File: src/logic/ssp_pkg.sv
// Constants, register map and state types of the synchronous serial port.
// Assumes a 25 MHz core clock and an 8-bit register bus with 16-bit addresses.
`default_nettype none

package ssp_pkg;

    // Register byte addresses.
    localparam logic [15:0] SERIAL_CONTROL_ADDR = 16'h0010;
    localparam logic [15:0] SERIAL_STATUS_ADDR = 16'h0011;
    localparam logic [15:0] SERIAL_SHIFT_DATA_ADDR = 16'h0012;

    // Control field positions.
    localparam int CTL_TX_PIN_ENABLE = 7;
    localparam int CTL_RX_PIN_ENABLE = 6;
    localparam int CTL_CLK_SRC_HI = 5;
    localparam int CTL_CLK_SRC_LO = 4;
    localparam int CTL_RATE_MSB = 3;
    localparam int CTL_RATE_LSB = 0;

    // Status field positions.
    localparam int ST_XFER_DONE_FLAG = 7;
    localparam int ST_RATE_TICK_FLAG = 6;
    localparam int ST_XFER_DONE_MASK = 5;
    localparam int ST_RATE_TICK_MASK = 4;
    localparam int ST_RATE_PRESCALER_CLEAR = 3;

    // Reset values.
    localparam logic [7:0] SERIAL_CONTROL_RESET = 8'h00;
    localparam logic FLAG_RESET = 1'b0;
    localparam logic MASK_RESET = 1'b1;
    localparam logic [7:0] SHIFT_DATA_RESET = 8'h00;

    // Clock source codes.
    localparam logic [1:0] CLK_SRC_INTERNAL = 2'h2;
    localparam logic [1:0] CLK_SRC_EXTERNAL = 2'h3;

    // Half of one E cycle, the fastest transfer clock phase.
    localparam int CLK_PERIOD_NS = 40;
    localparam int E_HALF_NS = 500;
    localparam int E_HALF_CYCLES = (E_HALF_NS / CLK_PERIOD_NS) < 1 ? 1 : (E_HALF_NS / CLK_PERIOD_NS);
    localparam logic [3:0] E_HALF_LAST = 4'(E_HALF_CYCLES - 1);

    // Bits per transfer, counted from zero.
    localparam logic [3:0] LAST_BIT = 4'h7;

    // Transfer state.
    typedef enum logic [0:0] {
        SSP_IDLE,
        SSP_SHIFT
    } ssp_state_t;

    // Prescaler state.
    typedef struct packed {
        logic [3:0] div;
        logic [15:0] cnt;
        logic iclk;
        logic fall;
        logic rise;
    } ssp_presc_state_t;

    // Serial port state.
    typedef struct packed {
        logic [7:0] ctl;
        logic done;
        logic tick;
        logic done_mask;
        logic tick_mask;
        logic [7:0] shreg;
        logic [3:0] bitcnt;
        ssp_state_t state;
        logic txd;
        logic tx_oe_n;
        logic [7:0] rdata;
        logic clk_s1;
        logic clk_s2;
        logic clk_prev;
        logic rx_s1;
        logic rx_s2;
        logic clk_o;
        logic clk_oe_n;
        logic xfer_irq;
        logic tick_irq;
    } ssp_top_state_t;

endpackage

`default_nettype wire

File: src/logic/ssp_prescaler.sv
// Transfer clock generator: divides the core clock to half E cycles,
// then a binary chain whose selected tap is the internal transfer clock.
// Assumes clear and rate come from logic on the same clock.
`timescale 1ns/1ns
`default_nettype none

module ssp_prescaler (
    // Clock and reset.
    input wire logic clk,
    input wire logic nrst,
    // Control.
    input wire logic clear,
    input wire logic [3:0] rate,
    // Transfer clock level and its edges as one-cycle pulses.
    output logic iclk,
    output logic fall,
    output logic rise
);

    localparam ssp_pkg::ssp_presc_state_t PRESC_RESET = '{div: 4'h0, cnt: 16'h0000,
        iclk: 1'b1, fall: 1'b0, rise: 1'b0};

    ssp_pkg::ssp_presc_state_t st;
    ssp_pkg::ssp_presc_state_t nx;

    // Next state: count half E cycles, then pick the tap of the selected rate.
    always_comb begin
        nx = st;
        if (clear) begin
            nx.div = 4'h0;
            nx.cnt = 16'h0000;
        end else if (st.div == ssp_pkg::E_HALF_LAST) begin
            nx.div = 4'h0;
            nx.cnt = st.cnt + 16'h0001;
        end else begin
            nx.div = st.div + 4'h1;
        end
        nx.iclk = ~nx.cnt[rate];
        nx.fall = st.iclk & ~nx.iclk;
        nx.rise = ~st.iclk & nx.iclk & ~clear; // A restart is not a clock edge.
    end

    // State register.
    always_ff @(posedge clk or negedge nrst) begin
        if (!nrst) begin
            st <= PRESC_RESET;
        end else begin
            st <= nx;
        end
    end

    assign iclk = st.iclk;
    assign fall = st.fall;
    assign rise = st.rise;

endmodule // ssp_prescaler

`default_nettype wire

File: src/logic/ssp_top.sv
// Synchronous serial port with a shared transfer clock that also acts as a periodic timer.
// Assumes single-cycle read and write strobes from the CPU bus and asynchronous port pins.
//
// Behaviour
// - Transmit pin enable makes the data-out pin an output carrying serial data.
// - Receive pin enable makes the data-in pin an input used for serial data.
// - Clock source 00/01 leaves pin general, 10 drives clock out, 11 takes clock in.
// - Four-bit rate picks sixteen clock periods, doubling from one E cycle upward.
// - Reset clears the whole control register.
// - Done flag sets after eight bits; cleared by reset, zero write, or data access while clock source is 10 or 11.
// - Timer flag sets on each internal clock falling edge; cleared by reset or zero write.
// - Done mask, reset to one, blocks the done interrupt request.
// - Timer mask, reset to one, blocks the timer interrupt request.
// - Writing one to status bit 3 restarts the prescaler; it reads as zero.
// - Written byte shifts out least significant bit first on falling clock edges.
// - Transmit completion sets the done flag on the eighth rising edge.
// - Data pin keeps the last shifted bit until the next transfer.
// - External clock ignores the rate; internal clock is driven at the selected rate.
// - Receive data is sampled on rising clock edges; done after eight bits.
// - Any data access with the internal source restarts the prescaler.
`timescale 1ns/1ns
`default_nettype none

module ssp_top (
    // Clock and reset.
    input wire logic CLK,
    input wire logic NRST,
    // CPU register bus.
    input wire logic [15:0] ADDR,
    input wire logic WR_STB,
    input wire logic RD_STB,
    input wire logic [7:0] WDATA,
    output logic [7:0] RDATA,
    // Serial data pins.
    output logic SERIAL_OUT,
    output logic SERIAL_OUT_OE_N,
    input wire logic SERIAL_IN,
    // Serial clock pin, split into input, output and enable.
    input wire logic SERIAL_CLK_I,
    output logic SERIAL_CLK_O,
    output logic SERIAL_CLK_OE_N,
    // Port pin ownership towards the general I/O logic.
    output logic TX_PIN_SERIAL,
    output logic RX_PIN_SERIAL,
    output logic CLK_PIN_SERIAL,
    // Masked interrupt requests.
    output logic XFER_IRQ,
    output logic TICK_IRQ
);

    localparam ssp_pkg::ssp_top_state_t TOP_RESET = '{
        ctl: ssp_pkg::SERIAL_CONTROL_RESET,
        done: ssp_pkg::FLAG_RESET,
        tick: ssp_pkg::FLAG_RESET,
        done_mask: ssp_pkg::MASK_RESET,
        tick_mask: ssp_pkg::MASK_RESET,
        shreg: ssp_pkg::SHIFT_DATA_RESET,
        bitcnt: 4'h0,
        state: ssp_pkg::SSP_IDLE,
        txd: 1'b0,
        tx_oe_n: 1'b1,
        rdata: 8'h00,
        clk_s1: 1'b1,
        clk_s2: 1'b1,
        clk_prev: 1'b1,
        rx_s1: 1'b0,
        rx_s2: 1'b0,
        clk_o: 1'b1,
        clk_oe_n: 1'b1,
        xfer_irq: 1'b0,
        tick_irq: 1'b0
    };

    // Address match of one register.
    function automatic logic addr_hit(input logic [15:0] addr, input logic [15:0] target);
        addr_hit = (addr == target);
    endfunction

    ssp_pkg::ssp_top_state_t st;
    ssp_pkg::ssp_top_state_t nx;

    logic wr_ctl;
    logic wr_stat;
    logic wr_data;
    logic rd_stat;
    logic rd_ctl;
    logic rd_data;
    logic data_access;
    logic [1:0] clk_src;
    logic src_internal;
    logic src_external;
    logic presc_clear;
    logic pre_iclk;
    logic pre_fall;
    logic pre_rise;
    logic ext_fall;
    logic ext_rise;
    logic sh_fall;
    logic sh_rise;
    logic [7:0] stat_value;

    // Register decode.
    assign wr_ctl = WR_STB & addr_hit(ADDR, ssp_pkg::SERIAL_CONTROL_ADDR);
    assign wr_stat = WR_STB & addr_hit(ADDR, ssp_pkg::SERIAL_STATUS_ADDR);
    assign wr_data = WR_STB & addr_hit(ADDR, ssp_pkg::SERIAL_SHIFT_DATA_ADDR);
    assign rd_ctl = RD_STB & addr_hit(ADDR, ssp_pkg::SERIAL_CONTROL_ADDR);
    assign rd_stat = RD_STB & addr_hit(ADDR, ssp_pkg::SERIAL_STATUS_ADDR);
    assign rd_data = RD_STB & addr_hit(ADDR, ssp_pkg::SERIAL_SHIFT_DATA_ADDR);
    assign data_access = wr_data | rd_data;

    // Clock source selection.
    assign clk_src = st.ctl[ssp_pkg::CTL_CLK_SRC_HI:ssp_pkg::CTL_CLK_SRC_LO];
    assign src_internal = (clk_src == ssp_pkg::CLK_SRC_INTERNAL);
    assign src_external = (clk_src == ssp_pkg::CLK_SRC_EXTERNAL);

    // Prescaler restart from the status command or a data access on the internal clock.
    assign presc_clear = (wr_stat & WDATA[ssp_pkg::ST_RATE_PRESCALER_CLEAR])
        | (data_access & src_internal);

    ssp_prescaler u_prescaler (
        .clk(CLK),
        .nrst(NRST),
        .clear(presc_clear),
        .rate(st.ctl[ssp_pkg::CTL_RATE_MSB:ssp_pkg::CTL_RATE_LSB]),
        .iclk(pre_iclk),
        .fall(pre_fall),
        .rise(pre_rise)
    );

    // Edges of the synchronised external clock.
    assign ext_fall = ~st.clk_s2 & st.clk_prev;
    assign ext_rise = st.clk_s2 & ~st.clk_prev;

    // Shift clock: the pin when external, the rate generator when internal, nothing otherwise.
    assign sh_fall = src_external ? ext_fall : (src_internal & pre_fall);
    assign sh_rise = src_external ? ext_rise : (src_internal & pre_rise);

    // Status read image; the prescaler command bit and bits 2 to 0 read as zero.
    assign stat_value = {st.done, st.tick, st.done_mask, st.tick_mask, 4'h0};

    // Next state of the whole port.
    always_comb begin
        nx = st;
        // Pin synchronisers.
        nx.clk_s1 = SERIAL_CLK_I;
        nx.clk_s2 = st.clk_s1;
        nx.clk_prev = st.clk_s2;
        nx.rx_s1 = SERIAL_IN;
        nx.rx_s2 = st.rx_s1;
        // Control write.
        if (wr_ctl) begin
            nx.ctl = WDATA;
        end
        // Status write: flags only clear by zero, masks take the written value.
        if (wr_stat) begin
            if (!WDATA[ssp_pkg::ST_XFER_DONE_FLAG]) begin
                nx.done = 1'b0;
            end
            if (!WDATA[ssp_pkg::ST_RATE_TICK_FLAG]) begin
                nx.tick = 1'b0;
            end
            nx.done_mask = WDATA[ssp_pkg::ST_XFER_DONE_MASK];
            nx.tick_mask = WDATA[ssp_pkg::ST_RATE_TICK_MASK];
        end
        // Data access with clock source high bit set clears the done flag.
        if (data_access && st.ctl[ssp_pkg::CTL_CLK_SRC_HI]) begin
            nx.done = 1'b0;
        end
        // Timer tick on every internal falling edge; the set wins over a clear.
        if (pre_fall) begin
            nx.tick = 1'b1;
        end
        // Shifting.
        case (st.state)
            ssp_pkg::SSP_IDLE: begin
                nx.state = ssp_pkg::SSP_IDLE;
            end
            ssp_pkg::SSP_SHIFT: begin
                if (sh_fall) begin
                    nx.txd = st.shreg[0];
                end
                if (sh_rise) begin
                    nx.shreg = {st.rx_s2 & st.ctl[ssp_pkg::CTL_RX_PIN_ENABLE], st.shreg[7:1]};
                    nx.bitcnt = st.bitcnt + 4'h1;
                    if (st.bitcnt == ssp_pkg::LAST_BIT) begin
                        nx.state = ssp_pkg::SSP_IDLE;
                        nx.done = 1'b1;
                    end
                end
            end
            default: begin
                nx.state = ssp_pkg::SSP_IDLE;
            end
        endcase
        // Any data access arms a new transfer; a write also loads the byte.
        if (data_access) begin
            nx.state = ssp_pkg::SSP_SHIFT;
            nx.bitcnt = 4'h0;
        end
        if (wr_data) begin
            nx.shreg = WDATA;
        end
        // Read data register.
        if (rd_ctl) begin
            nx.rdata = st.ctl;
        end else if (rd_stat) begin
            nx.rdata = stat_value;
        end else if (rd_data) begin
            nx.rdata = st.shreg;
        end else if (RD_STB) begin
            nx.rdata = 8'h00;
        end
        // Clock pin: driven only for the internal source, idling high between transfers.
        // A prescaler restart holds the pin high, so a restart in the low phase makes no stray pulse.
        nx.clk_oe_n = ~(nx.ctl[ssp_pkg::CTL_CLK_SRC_HI] & ~nx.ctl[ssp_pkg::CTL_CLK_SRC_LO]);
        nx.clk_o = ((nx.state == ssp_pkg::SSP_SHIFT) && !presc_clear) ? pre_iclk : 1'b1;
        // Transmit pin enable, kept in a flip-flop of its own.
        nx.tx_oe_n = ~nx.ctl[ssp_pkg::CTL_TX_PIN_ENABLE];
        // Masked requests.
        nx.xfer_irq = nx.done & ~nx.done_mask;
        nx.tick_irq = nx.tick & ~nx.tick_mask;
    end

    // State register.
    always_ff @(posedge CLK or negedge NRST) begin
        if (!NRST) begin
            st <= TOP_RESET;
        end else begin
            st <= nx;
        end
    end

    // Outputs, each taken from a state flip-flop.
    assign RDATA = st.rdata;
    assign SERIAL_OUT = st.txd;
    assign SERIAL_OUT_OE_N = st.tx_oe_n;
    assign SERIAL_CLK_O = st.clk_o;
    assign SERIAL_CLK_OE_N = st.clk_oe_n;
    assign TX_PIN_SERIAL = st.ctl[ssp_pkg::CTL_TX_PIN_ENABLE];
    assign RX_PIN_SERIAL = st.ctl[ssp_pkg::CTL_RX_PIN_ENABLE];
    assign CLK_PIN_SERIAL = st.ctl[ssp_pkg::CTL_CLK_SRC_HI];
    assign XFER_IRQ = st.xfer_irq;
    assign TICK_IRQ = st.tick_irq;
endmodule // ssp_top

`default_nettype wire

File: config.mk
export PLATFORM = sky130hd
export DESIGN_NAME = ssp_top
export DESIGN_NICKNAME = d
export VERILOG_FILES = /design/src/logic/ssp_pkg.sv /design/src/logic/ssp_prescaler.sv /design/src/logic/ssp_top.sv
export SDC_FILE = /design/constraint.sdc
export NUM_CORES = 1
export LEC_CHECK = 0
export BUFFER_PORTS_ARGS = -buffer_cell sky130_fd_sc_hd__clkbuf_2
export CAP_MARGIN = 0
export CORE_MARGIN = 2
export CORE_UTILIZATION = 52
export DETAILED_ROUTE_END_ITERATION = 8
export PLACE_DENSITY = 0.76
export SYNTH_ARGS = -nofsm -noshare
export SYNTH_HDL_FRONTEND = slang
export SYNTH_SLANG_ARGS = --single-unit
File: constraint.sdc
create_clock -name CLK -period 2.5 [get_ports CLK]
set_input_delay 0.375 -clock CLK [delete_from_list [all_inputs] [get_ports CLK]]
set_output_delay 0.375 -clock CLK [all_outputs]
set_load 0.01 [all_outputs]
## Yosys cells after proc, flatten, opt, wreduce, memory -nomap -nowiden

Cells that the tools add are included.

- Register bits after elaboration: 67
- Logic and storage cells: 107

- Add/sub/neg operators: 3
- Mux-type cells: 27
- Reduce and logical (&&, ||, !) cells: 11
- Equality and inequality tests: 7
- $lt $le $gt $ge: 1
- Bitwise gates (word level): 32

Operators with widths:

| cell | count |
|---|---|
| $eq A16 B5 Y1 const B | 3 |
| $mux W8 | 6 |
| $mux W20 | 1 |
| $and A1 B1 Y1 | 19 |
| $add A16 B1 Y16 const B | 1 |
| $mux W16 | 1 |
| $mux W13 | 1 |
| $mux W1 | 12 |
| $mux W12 | 1 |
| $not A1 Y1 | 11 |
| $add A4 B1 Y4 const B | 2 |
| $mux W4 | 2 |
| $reduce_bool A2 Y1 | 4 |
| $reduce_and A2 Y1 | 3 |
| $lt A4 B5 Y1 const B | 1 |
| $mux W5 | 1 |
| $bmux W1 S4 | 1 |
| $eq A2 B2 Y1 const B | 2 |
| $eq A4 B3 Y1 const B | 1 |
| $eq A4 B4 Y1 const B | 1 |
| $reduce_bool A4 Y1 | 1 |
| $logic_and A1 B1 Y1 | 2 |
| $or A1 B1 Y1 | 2 |
| $pmux W1 S2 | 1 |
| $logic_not A1 Y1 | 1 |

## Depth between registers and ports, before layout

Gate-level depths: netlist of the first run.

- Depth in word-level cells: 11
- Gate-level depth with buffers: 9
- Gate-level depth less buffers: 8

## Modules after synthesis

Synthesis of the first run repeated with hierarchy kept, for this count alone.

- Cell total of the unflattened synthesis: 329
- Area total of the unflattened synthesis: 3493.4 sq um

By module, submodules not included:

| module | cells each | sequential area each (sq um) | area an instance (sq um) | times used |
|---|---|---|---|---|
| ssp_top | 183 | 1111.1 | 2163.3 | 1 |
| ssp_prescaler | 146 | 576.8 | 1330.0 | 1 |

## Least setup slack after synthesis of the first run

OpenSTA, ideal clock, no wires.

- Path kind: reg2reg
- Start point: register u_prescaler.st[19] in the netlist's numbering
- End point: register u_prescaler.st, in the netlist u_prescaler.rise
- Buffers on the path: 0
- Cell stages (with the launch flop): 9
- Period minus slack after synthesis: 2.583 ns
- Setup slack: -0.083 ns
- Arrival time: 2.463 ns
- Required time: 2.380 ns
- Path through: dfrtp_1 ha_1 nand4b_1 or4_4 or3_1 a2111oi_2 a211oi_1 a211o_1 and3_1

RTL lines:

| what | RTL line | RTL |
|---|---|---|
| start, declared | ssp_prescaler.sv:23 | `ssp_pkg::ssp_presc_state_t st;` |
| start signal, assigned | ssp_prescaler.sv:48 | `st <= nx;` |

==> results of run 1 <==
==> area by class of cell <==
class / instances / area [um2] / area share (%)
Clock buffer: 11 / 131 / 3.25
Clock inverter: 5 / 55.1 / 1.36
Inverter: 9 / 33.8 / 0.835
Multi-Input combinational cell: 239 / 1560 / 38.4
Sequential cell: 67 / 1690 / 41.7
Tap cell: 77 / 96.3 / 2.38
Timing Repair Buffer: 76 / 487 / 12.0
==> cells in the final DEF (no fill, tap or decap), types with 9 or more instances in the layout <==
cell      Yosys  final
dfrtp_1      58     58
nor2_1       49     49
clkbuf_2      0     45
buf_4         8     26
nand2_1      25     25
a21oi_1      25     25
mux2i_1      14     14
mux2_2       14     14
dfstp_2       9      9
inv_1         9      9
clkbuf_8      0      9
==> through the flow <==
| step | total power [uW] | util [%] | std cells |
|---|---|---|---|
| floorplan | 1200 | - | 336 |
| global placement | 1280 | 60.4 | 463 |
| detailed placement | 1280 | 60.4 | 463 |
| CTS | 2160 | 64.3 | 483 |
| global route | 2220 | 64.5 | 484 |
| finish | 2140 | 64.5 | 484 |
==> state kept, by name, indices dropped and copies added (netlist names) <==
register          count
CLK_PIN_SERIAL        1
RDATA                 8
RX_PIN_SERIAL         1
SERIAL_CLK_O          1
SERIAL_CLK_OE_N       1
SERIAL_OUT            1
SERIAL_OUT_OE_N       1
TICK_IRQ              1
TX_PIN_SERIAL         1
XFER_IRQ              1
clk_src               1
nx                    3
st                   23
u_prescaler.fall      1
u_prescaler.iclk      1
u_prescaler.rise      1
u_prescaler.st       20
==> worst register-to-register path, cell delays in order, from the launching register on <==
cell	delay (ns)
dfrtp_1	0.37
ha_2	0.19
nand4b_1	0.14
or4_4	0.46
buf_6	0.14
or3_4	0.37
a211oi_2	0.25
a31oi_1	0.07
a211o_1	0.35
and3_1	0.15
==> worst max path at each step <==
stage | slack [ns] | endpoint
after floorplan | 0.0006 | u_prescaler.rise
after global placement | -0.003 | u_prescaler.rise
after detailed placement | -0.09 | u_prescaler.rise
after CTS | -0.03 | u_prescaler.rise
after global routing | -0.16 | u_prescaler.rise
final | -0.09 | u_prescaler.rise
==> power breakdown <==
group          internal [uW]  total (uW)  switching (uW)  leakage (uW)
clock                    458         873             415     0.0000893
sequential              1110        1120            11.3      0.000785
combinational           62.2         145            82.4      0.000999
total                   1630        2140             509       0.00187
==> cells in the mapped netlist, types with 2 or more instances <==
cell,count
dfrtp_1,58
nor2_1,49
a21oi_1,25
nand2_1,25
mux2_2,14
mux2i_1,14
clkbuf_1,11
dfstp_2,9
inv_1,9
buf_4,8
nand3_1,8
nor2b_1,8
nor3_1,8
nor4_1,7
xnor2_1,7
o21ai_0,6
xor2_1,6
a211o_1,5
nand4_1,5
a21o_1,4
a22oi_1,4
and3_1,4
nand2b_1,4
ha_1,3
or3_1,3
a211oi_1,2
a31oi_1,2
and2_1,2
and3b_1,2
and4b_1,2
==> metal layers <==
layer / up-vias / wire length, um / global-route usage (%)
li1: 1315 / - / -
met1: 1353 / 3420 / 30.5
met2: 65 / 3610 / 34.0
met3: 9 / 361 / 4.23
met4: 0 / 93 / 11.6
met5: - / 0 / 0
==> timing repair <==
action                     in CTS  in global routing
gates resized for setup         6                  0
setup endpoints to repair       1                  2
buffers inserted                3                  1
pin swaps                       8                  3
hold buffers                    1                  0
hold endpoints to repair       10                  0
==> cells by family after synthesis <==
| kind of cell | after synthesis | synth area share (%) |
|---|---|---|
| XOR/XNOR | 13 | 3.40 |
| multiplexers | 28 | 8.88 |
| AND/OR/NAND/NOR | 135 | 20.3 |
| adder cells (fa/ha/maj) | 3 | 1.12 |
| flip-flops | 67 | 50.4 |
| buffers and inverters | 30 | 4.29 |
| AO/OA/AOI/OAI | 60 | 11.7 |
==> out/results.tsv, run 1 <==
stage	metric	value	unit
critical_path	Worst setup EP type	flop	
sta	final worst-path setup slack	-0.0864	ns
global_routing	vias in the first global route	2696	
die	Rows	29	
die	DIE AREA	7100	um2
critical_path	CP Depth	9	
die	I/O Pins	47	
synthesis	average cell area after synthesis	9.98	um2
worst_hold_path	Hold Crit Depth	1	
clock_tree	clock sinks	67	
critical_path	reg-to-reg critical path endpoint	u_prescaler.rise	
worst_hold_path	worst min path class	in -> reg	
clock_tree	clk root buf	clkbuf_8	
global_routing	total track usage	22.3	%
run	max-cap viol count	0	
layout	P&R area growth vs syn	20.7	%
clock_tree	cts bufs inserted	9	
synthesis	Gate Count Post-Synth	336	
sta	Max Clk Rate	387	MHz
synthesis	Yosys top cell by area	dfrtp_1	
critical_path	WP buf/inv	1	
synthesis	async set or reset register ratio after synthesis	100	%
critical_path	CP max stage delay	0.46	ns
critical_path	start point of the critical path	u_prescaler.st[19]	
worst_hold_path	hold_sp	SERIAL_CLK_I	
synthesis	Synth Net Count	369	
critical_path	R2R Path Start	u_prescaler.st[19]	
clock_tree	latest clock arrival within the worst-skew pair	0.35	ns
sta	pin slew with the least headroom to its limit	0.520	ns
sta	final period utilization	103	%
critical_path	CP Max Fanout	3	
sta	Hold Slack	0.109	ns
placed_design	Placement Cell Area	3790	um2
synthesis	register area share after synthesis	50.4	%
critical_path	type of origin of the critical path	flop	
synthesis	EDFF count, synth	0	
layout	post-route cell area	4050	um2
layout	Final Net Count	435	
synthesis	yosys warns	0	
die	Initial Util	53.4	%
clock_tree	CTS HTree Levels	3	
placed_design	I/O Buffers	46	
synthesis	Synth Cell Area	3350	um2
sta	clock skew after layout	0.00898	ns
clock_tree	TritonCTS clock tree	yes	
synthesis	Yosys cell types	52	
layout	share of cells above drive strength 1	29.7	%
synthesis	Seq cells post-synth	67	
layout	fillers	513	
global_routing	antenna violations before repair	0	
critical_path	Worst Setup Path Type	reg -> reg	
route	drt total wl	7.48	mm
critical_path	Worst EP required	2.74	ns
synthesis	Synth top area share	43.3	%
run_status	outcome	complete, but fails checks	
power_and_ir_drop	maximum vdd drop	501	uV
worst_hold_path	WHS Endpoint	nx[7]	
die	CORE AREA	6280	um2
power_and_ir_drop	PD cells	528	nW/um2
route	Vias/cell	5.67	
synthesis	top post-synthesis cells by area	dfrtp_1 43%, dfstp_2 7.1%, nor2_1 5.5%	
route	DR pass1 iterations	4	
route	WL per Instance	15.5	um
route	Final ANT Viol Nets	0	
global_routing	first-pass GRT wire length	12.5	mm
critical_path	worst r2r path cells	9	
die	Die H	84.3	um
synthesis	Primary FF master, synth	dfrtp_1	
critical_path	flop2flop setup slack	-0.09	ns
clock_tree	CTS max path bufs	2	
die	Die W	84.3	um
placed_design	hpwl dp	5.34	mm
global_routing	pin count of the biggest net entering global routing	58	
layout	Antenna Cells	0	
run_status	failing checks	setup timing	
sta	Fin Setup TNS	-0.0864	ns
sta	Final Hold Viols	0	
clock_tree	clock-pin slew on the worst setup and hold paths	0.07	ns
route	routed vias	2742	
power_and_ir_drop	Leak	0.00187	uW
critical_path	slowest stage cell, crit path	or4_4	
global_routing	global route total overflow	0	
critical_path	Worst EP arrival	2.83	ns
critical_path	crit-path leading delay family	simple AND/OR/NAND/NOR gates	
placed_design	dpl ws	-0.0879	ns
critical_path	crit path cell chain	ha_2, nand4b_1, or4_4, buf_6, or3_4, a211oi_2, a31oi_1, a211o_1, and3_1	
route	drt first-iter violations	229	
route	DRC	0	
sta	RSZ-0062 raised after global routing	true	
sta	max-slew violations	0	
placed_design	gpl congestion	0.871	
sta	Tmin final	2.59	ns
sta	Rel. slew slack	65.2	%
sta	final setup violation count	1	
Note: power is estimated with default switching activity, not from simulation.
==> run 2, diff against run 1 <==
--- a/config.mk
+++ b/config.mk
@@ -11,6 +11,7 @@
 export CORE_UTILIZATION = 52
 export DETAILED_ROUTE_END_ITERATION = 8
 export PLACE_DENSITY = 0.76
+export REMOVE_ABC_BUFFERS = 1
 export SYNTH_ARGS = -nofsm -noshare
 export SYNTH_HDL_FRONTEND = slang
 export SYNTH_SLANG_ARGS = --single-unit
==> out/results.tsv, run 2 (synthesis gave the netlist of run 1 again) <==
stage	metric	value	unit
clock_tree	clock-pin slew on the worst setup and hold paths	0.08	ns
sta	final worst-path setup slack	-0.0168	ns
die	I/O Pins	47	
route	routed vias	2725	
route	Final ANT Viol Nets	0	
sta	final period utilization	101	%
global_routing	vias in the first global route	2651	
power_and_ir_drop	Leak	0.00190	uW
clock_tree	cts bufs inserted	9	
sta	max-slew violations	0	
power_and_ir_drop	maximum vdd drop	401	uV
global_routing	antenna violations before repair	0	
route	WL per Instance	15.5	um
worst_hold_path	worst min path class	in -> async	
run_status	outcome	complete, but fails checks	
global_routing	total track usage	22.4	%
sta	pin slew with the least headroom to its limit	0.499	ns
die	DIE AREA	7100	um2
critical_path	Worst EP arrival	2.80	ns
clock_tree	TritonCTS clock tree	yes	
sta	Tmin final	2.52	ns
die	CORE AREA	6280	um2
global_routing	global route total overflow	0	
clock_tree	cts hold-fix bufs	0	
route	Vias/cell	5.61	
critical_path	type of origin of the critical path	flop	
global_routing	first-pass GRT wire length	12.5	mm
route	drt first-iter violations	181	
layout	Antenna Cells	0	
critical_path	CP Max Fanout	3	
clock_tree	clk root buf	clkbuf_8	
die	Die H	84.3	um
route	DRC	0	
layout	share of cells above drive strength 1	29.8	%
die	Initial Util	53.4	%
sta	Fin Setup TNS	-0.0243	ns
placed_design	hpwl dp	5.29	mm
clock_tree	CTS HTree Levels	3	
die	Die W	84.3	um
die	Rows	29	
route	drt total wl	7.55	mm
run_status	failing checks	setup timing	
clock_tree	latest clock arrival within the worst-skew pair	0.34	ns
power_and_ir_drop	total power	2290	uW
layout	Top reg by flops	st	
sta	clock skew after layout	0.00899	ns
layout	Final Net Count	437	
sta	Final Hold Viols	0	
sta	final setup violation count	2	
power_and_ir_drop	PD cells	561	nW/um2
critical_path	Worst setup EP type	flop	
global_routing	pin count of the biggest net entering global routing	68	
placed_design	I/O Buffers	46	
clock_tree	clock sinks	67	
layout	Largest register FFs	23	
run	max-cap viol count	0	
sta	RSZ-0062 raised after global routing	true	
critical_path	Worst EP required	2.78	ns
sta	Max Clk Rate	397	MHz
layout	P&R area growth vs syn	21.8	%
layout	commonest non-fill, non-tap cell in the layout	dfrtp_1	
layout	most frequent cells in the layout	58 x dfrtp_1, 49 x nor2_1, 45 x clkbuf_2	
placed_design	gpl congestion	0.913	
sta	Rel. slew slack	66.5	%
route	DR pass1 iterations	4	
clock_tree	CTS max path bufs	2	
critical_path	Worst Setup Path Type	reg -> reg	
-- run 2: path summary, 6_finish.rpt --
path,cells after the start,to,startpoint,slack [ns]
max,9,u_prescaler.fall,u_prescaler.st[19],-0.02
min,2,XFER_IRQ,NRST,0.05
max reg2reg,9,u_prescaler.fall,u_prescaler.st[19],-0.02
min reg2reg,0,st[4],nx[4],0.35
max in group asynchronous,2,SERIAL_OUT_OE_N,NRST,2.14
min in group CLK,1,nx[7],SERIAL_CLK_I,0.11
-- run 2: report_power, final --
part,internal (uW),leakage (uW),total (uW),switching (uW)
sequential,1110,0.000785,1120,9.87
clock,615,0.000113,1020,406
combinational,66.6,0.00101,150,83.6
total,1790,0.00190,2290,499
-- run 2: metal layers --
metal | share of wire (%) | global-route usage (%) | vias to the layer above
li1 | - | - | 1320
met1 | 42 | 28.0 | 1318
met2 | 50 | 37.4 | 70
met3 | 5.2 | 4.13 | 17
met4 | 2.7 | 10.9 | 0
met5 | 0 | 0 | -
-- run 2: cell type report --
| cell class | instances | area, um2 |
|---|---|---|
| Clock buffer | 12 | 155 |
| Clock inverter | 4 | 72.6 |
| Fill cell | 531 | 2200 |
| Inverter | 9 | 33.8 |
| Multi-Input combinational cell | 239 | 1540 |
| Sequential cell | 67 | 1690 |
| Tap cell | 77 | 96.3 |
| Timing Repair Buffer | 78 | 495 |
-- run 2: what timing repair did --
action / in CTS / in global routing
setup buffers: 3 / 1
endpoints found under the setup margin: 3 / 3
resized for setup: 3 / 0
pin swaps: 7 / 1
-- run 2: critical path: stages, from the launching register on --
cell and delay, ns:
dfrtp_1 0.36, ha_2 0.19, nand4b_1 0.12, or4_4 0.51, or3_4 0.36, a2111oi_4 0.31
a211oi_1 0.08, a211o_1 0.31, buf_4 0.14, nor2_1 0.07
-- run 2: per-stage QoR --
stage	utilization [%]	instance area (um2)	cells	hold WS, ns	worst slack [ns]
2_1_floorplan	-	3240	315	0.0794	-0.333
3_3_place_gp	60.6	3800	466	0.340	-0.0939
3_5_place_dp	60.6	3800	466	0.341	-0.210
4_1_cts	64.9	4070	485	0.0568	-0.0265
5_1_grt	65.0	4080	486	0.0684	-0.124
6_report	65.0	4080	486	0.0487	-0.0168
==> run 3, diff against run 2 <==
--- a/config.mk
+++ b/config.mk
@@ -7,11 +7,12 @@
 export LEC_CHECK = 0
 export BUFFER_PORTS_ARGS = -buffer_cell sky130_fd_sc_hd__clkbuf_2
 export CAP_MARGIN = 0
-export CORE_MARGIN = 2
+export CORE_MARGIN = 10
 export CORE_UTILIZATION = 52
 export DETAILED_ROUTE_END_ITERATION = 8
 export PLACE_DENSITY = 0.76
 export REMOVE_ABC_BUFFERS = 1
+export SKIP_LAST_GASP = 1
 export SYNTH_ARGS = -nofsm -noshare
 export SYNTH_HDL_FRONTEND = slang
 export SYNTH_SLANG_ARGS = --single-unit
==> out/results.tsv, run 3 (synthesis gave the netlist of run 1 again) <==
stage	metric	value	unit
global_routing	pin count of the biggest net entering global routing	33	
clock_tree	latest clock arrival within the worst-skew pair	0.34	ns
clock_tree	cts bufs inserted	9	
layout	commonest non-fill, non-tap cell in the layout	dfrtp_1	
sta	clock skew after layout	0.00777	ns
sta	Final Hold Viols	0	
placed_design	I/O Buffers	46	
route	routed vias	2723	
global_routing	GRT busiest layer	met2	
route	Vias/cell	5.63	
sta	final worst-path setup slack	-0.0370	ns
route	WL per Instance	16.5	um
sta	pin slew with the least headroom to its limit	0.574	ns
global_routing	global route total overflow	0	
clock_tree	CTS max path bufs	2	
critical_path	Worst setup EP type	flop	
critical_path	Worst EP required	2.73	ns
global_routing	antenna violations before repair	0	
run	max-cap viol count	0	
layout	share of cells above drive strength 1	30.7	%
die	DIE AREA	10100	um2
placed_design	dpl ws	-0.142	ns
critical_path	CP max stage delay	0.53	ns
sta	Hold Slack	0.0229	ns
critical_path	Worst Setup Path Type	reg -> reg	
route	drt first-iter violations	133	
global_routing	total track usage	16.4	%
global_routing	GR Layer Usage met3	5.43	%
run_status	failing checks	setup timing	
die	Die H	100	um
critical_path	type of origin of the critical path	flop	
placed_design	hpwl dp	5.82	mm
route	DR pass1 iterations	4	
global_routing	met1 GRT Util	20.0	%
worst_hold_path	worst min path class	in -> async	
layout	Layout Utilization	65.3	%
die	I/O Pins	47	
clock_tree	clk root buf	clkbuf_8	
critical_path	Worst EP arrival	2.77	ns
route	DRC	0	
global_routing	M2 GR Usage	26.1	%
sta	Rel. slew slack	61.8	%
clock_tree	clock sinks	67	
power_and_ir_drop	PD cells	587	nW/um2
layout	Largest register FFs	23	
clock_tree	CTS HTree Levels	3	
placed_design	gpl congestion	0.840	
sta	RSZ-0062 raised after global routing	true	
run_status	outcome	complete, but fails checks	
global_routing	vias in the first global route	2797	
sta	max-slew violations	0	
clock_tree	TritonCTS clock tree	yes	
route	Final ANT Viol Nets	0	
power_and_ir_drop	maximum vdd drop	400	uV
sta	Tmin final	2.54	ns
global_routing	first-pass GRT wire length	13.5	mm
layout	Final Net Count	435	
sta	Max Clk Rate	394	MHz
layout	Antenna Cells	0	
route	drt total wl	8.00	mm
layout	Top reg by flops	st	
die	Rows	29	
die	Initial Util	53.1	%
die	CORE AREA	6310	um2
clock_tree	clock-pin slew on the worst setup and hold paths	0.07	ns
die	Die W	100	um
sta	final period utilization	101	%
power_and_ir_drop	Leak	0.00192	uW
layout	most frequent cells in the layout	58 x dfrtp_1, 49 x nor2_1, 45 x clkbuf_2	
critical_path	crit path cell chain	ha_2, nand4b_1, or4_4, or3_4, a2111oi_4, a211oi_2, a211o_1, and3_1	
critical_path	slowest stage cell, crit path	or4_4	
layout	P&R area growth vs syn	23.0	%
sta	final setup violation count	2	
critical_path	CP Max Fanout	3	
## run 3: cell type report
class | count | area, um2
clock buffers | 12 | 165
clock inverters | 4 | 95.1
fillers | 531 | 2190
inverters | 9 | 33.8
multi-input cells | 239 | 1560
flip-flops and latches | 67 | 1690
well taps | 77 | 96.3
repair buffers | 76 | 480
## run 3: routing by layer
layer / vias to the layer above / share of wire, %
met2: 74 / 48
met3: 11 / 7.3
met5: - / 0
met4: 0 / 1.8
li1: 1315 / -
met1: 1323 / 42
## run 3: worst paths after layout
check                                   start               end  slack (ns)  cells after the start
min                                      NRST            st[22]        0.02                      1
min reg2reg                             nx[7]             nx[6]        0.35                      0
max in group asynchronous                NRST  u_prescaler.iclk        1.84                      2
max                        u_prescaler.st[20]  u_prescaler.rise       -0.04                      8
max reg2reg                u_prescaler.st[20]  u_prescaler.rise       -0.04                      8
min in group CLK                 SERIAL_CLK_I             nx[7]        0.11                      1
## run 3: critical path: cells and delay by family, from the launching register on
family	cells	cell delay [ns]
flops	1	0.36
simple gates	4	1.21
fa+ha+maj	1	0.18
compound gates	3	0.68
## run 3: power by group
part | switching [uW] | internal (uW)
Clock | 409 | 743
Combinational | 84.4 | 64.4
Sequential | 11.3 | 1110
## run 3: what timing repair did
action	in CTS	in global routing
cloned	0	0
endpoints found under the setup margin	2	3
hold buffers	0	0
pin swaps	6	0
buffers inserted	2	1
resized for setup	3	5
## run 3: stage by stage
| step | setup TNS, ns | std cells | power, uW | cell area, um2 |
|---|---|---|---|---|
| after floorplan | -0.647 | 315 | 1190 | 3240 |
| after detailed placement | -0.145 | 465 | 1290 | 3800 |
| after global routing | -0.350 | 484 | 2510 | 4120 |
| after CTS | 0 | 483 | 2440 | 4090 |
| after global placement | -0.0909 | 465 | 1280 | 3800 |
| final | -0.0641 | 484 | 2420 | 4120 |
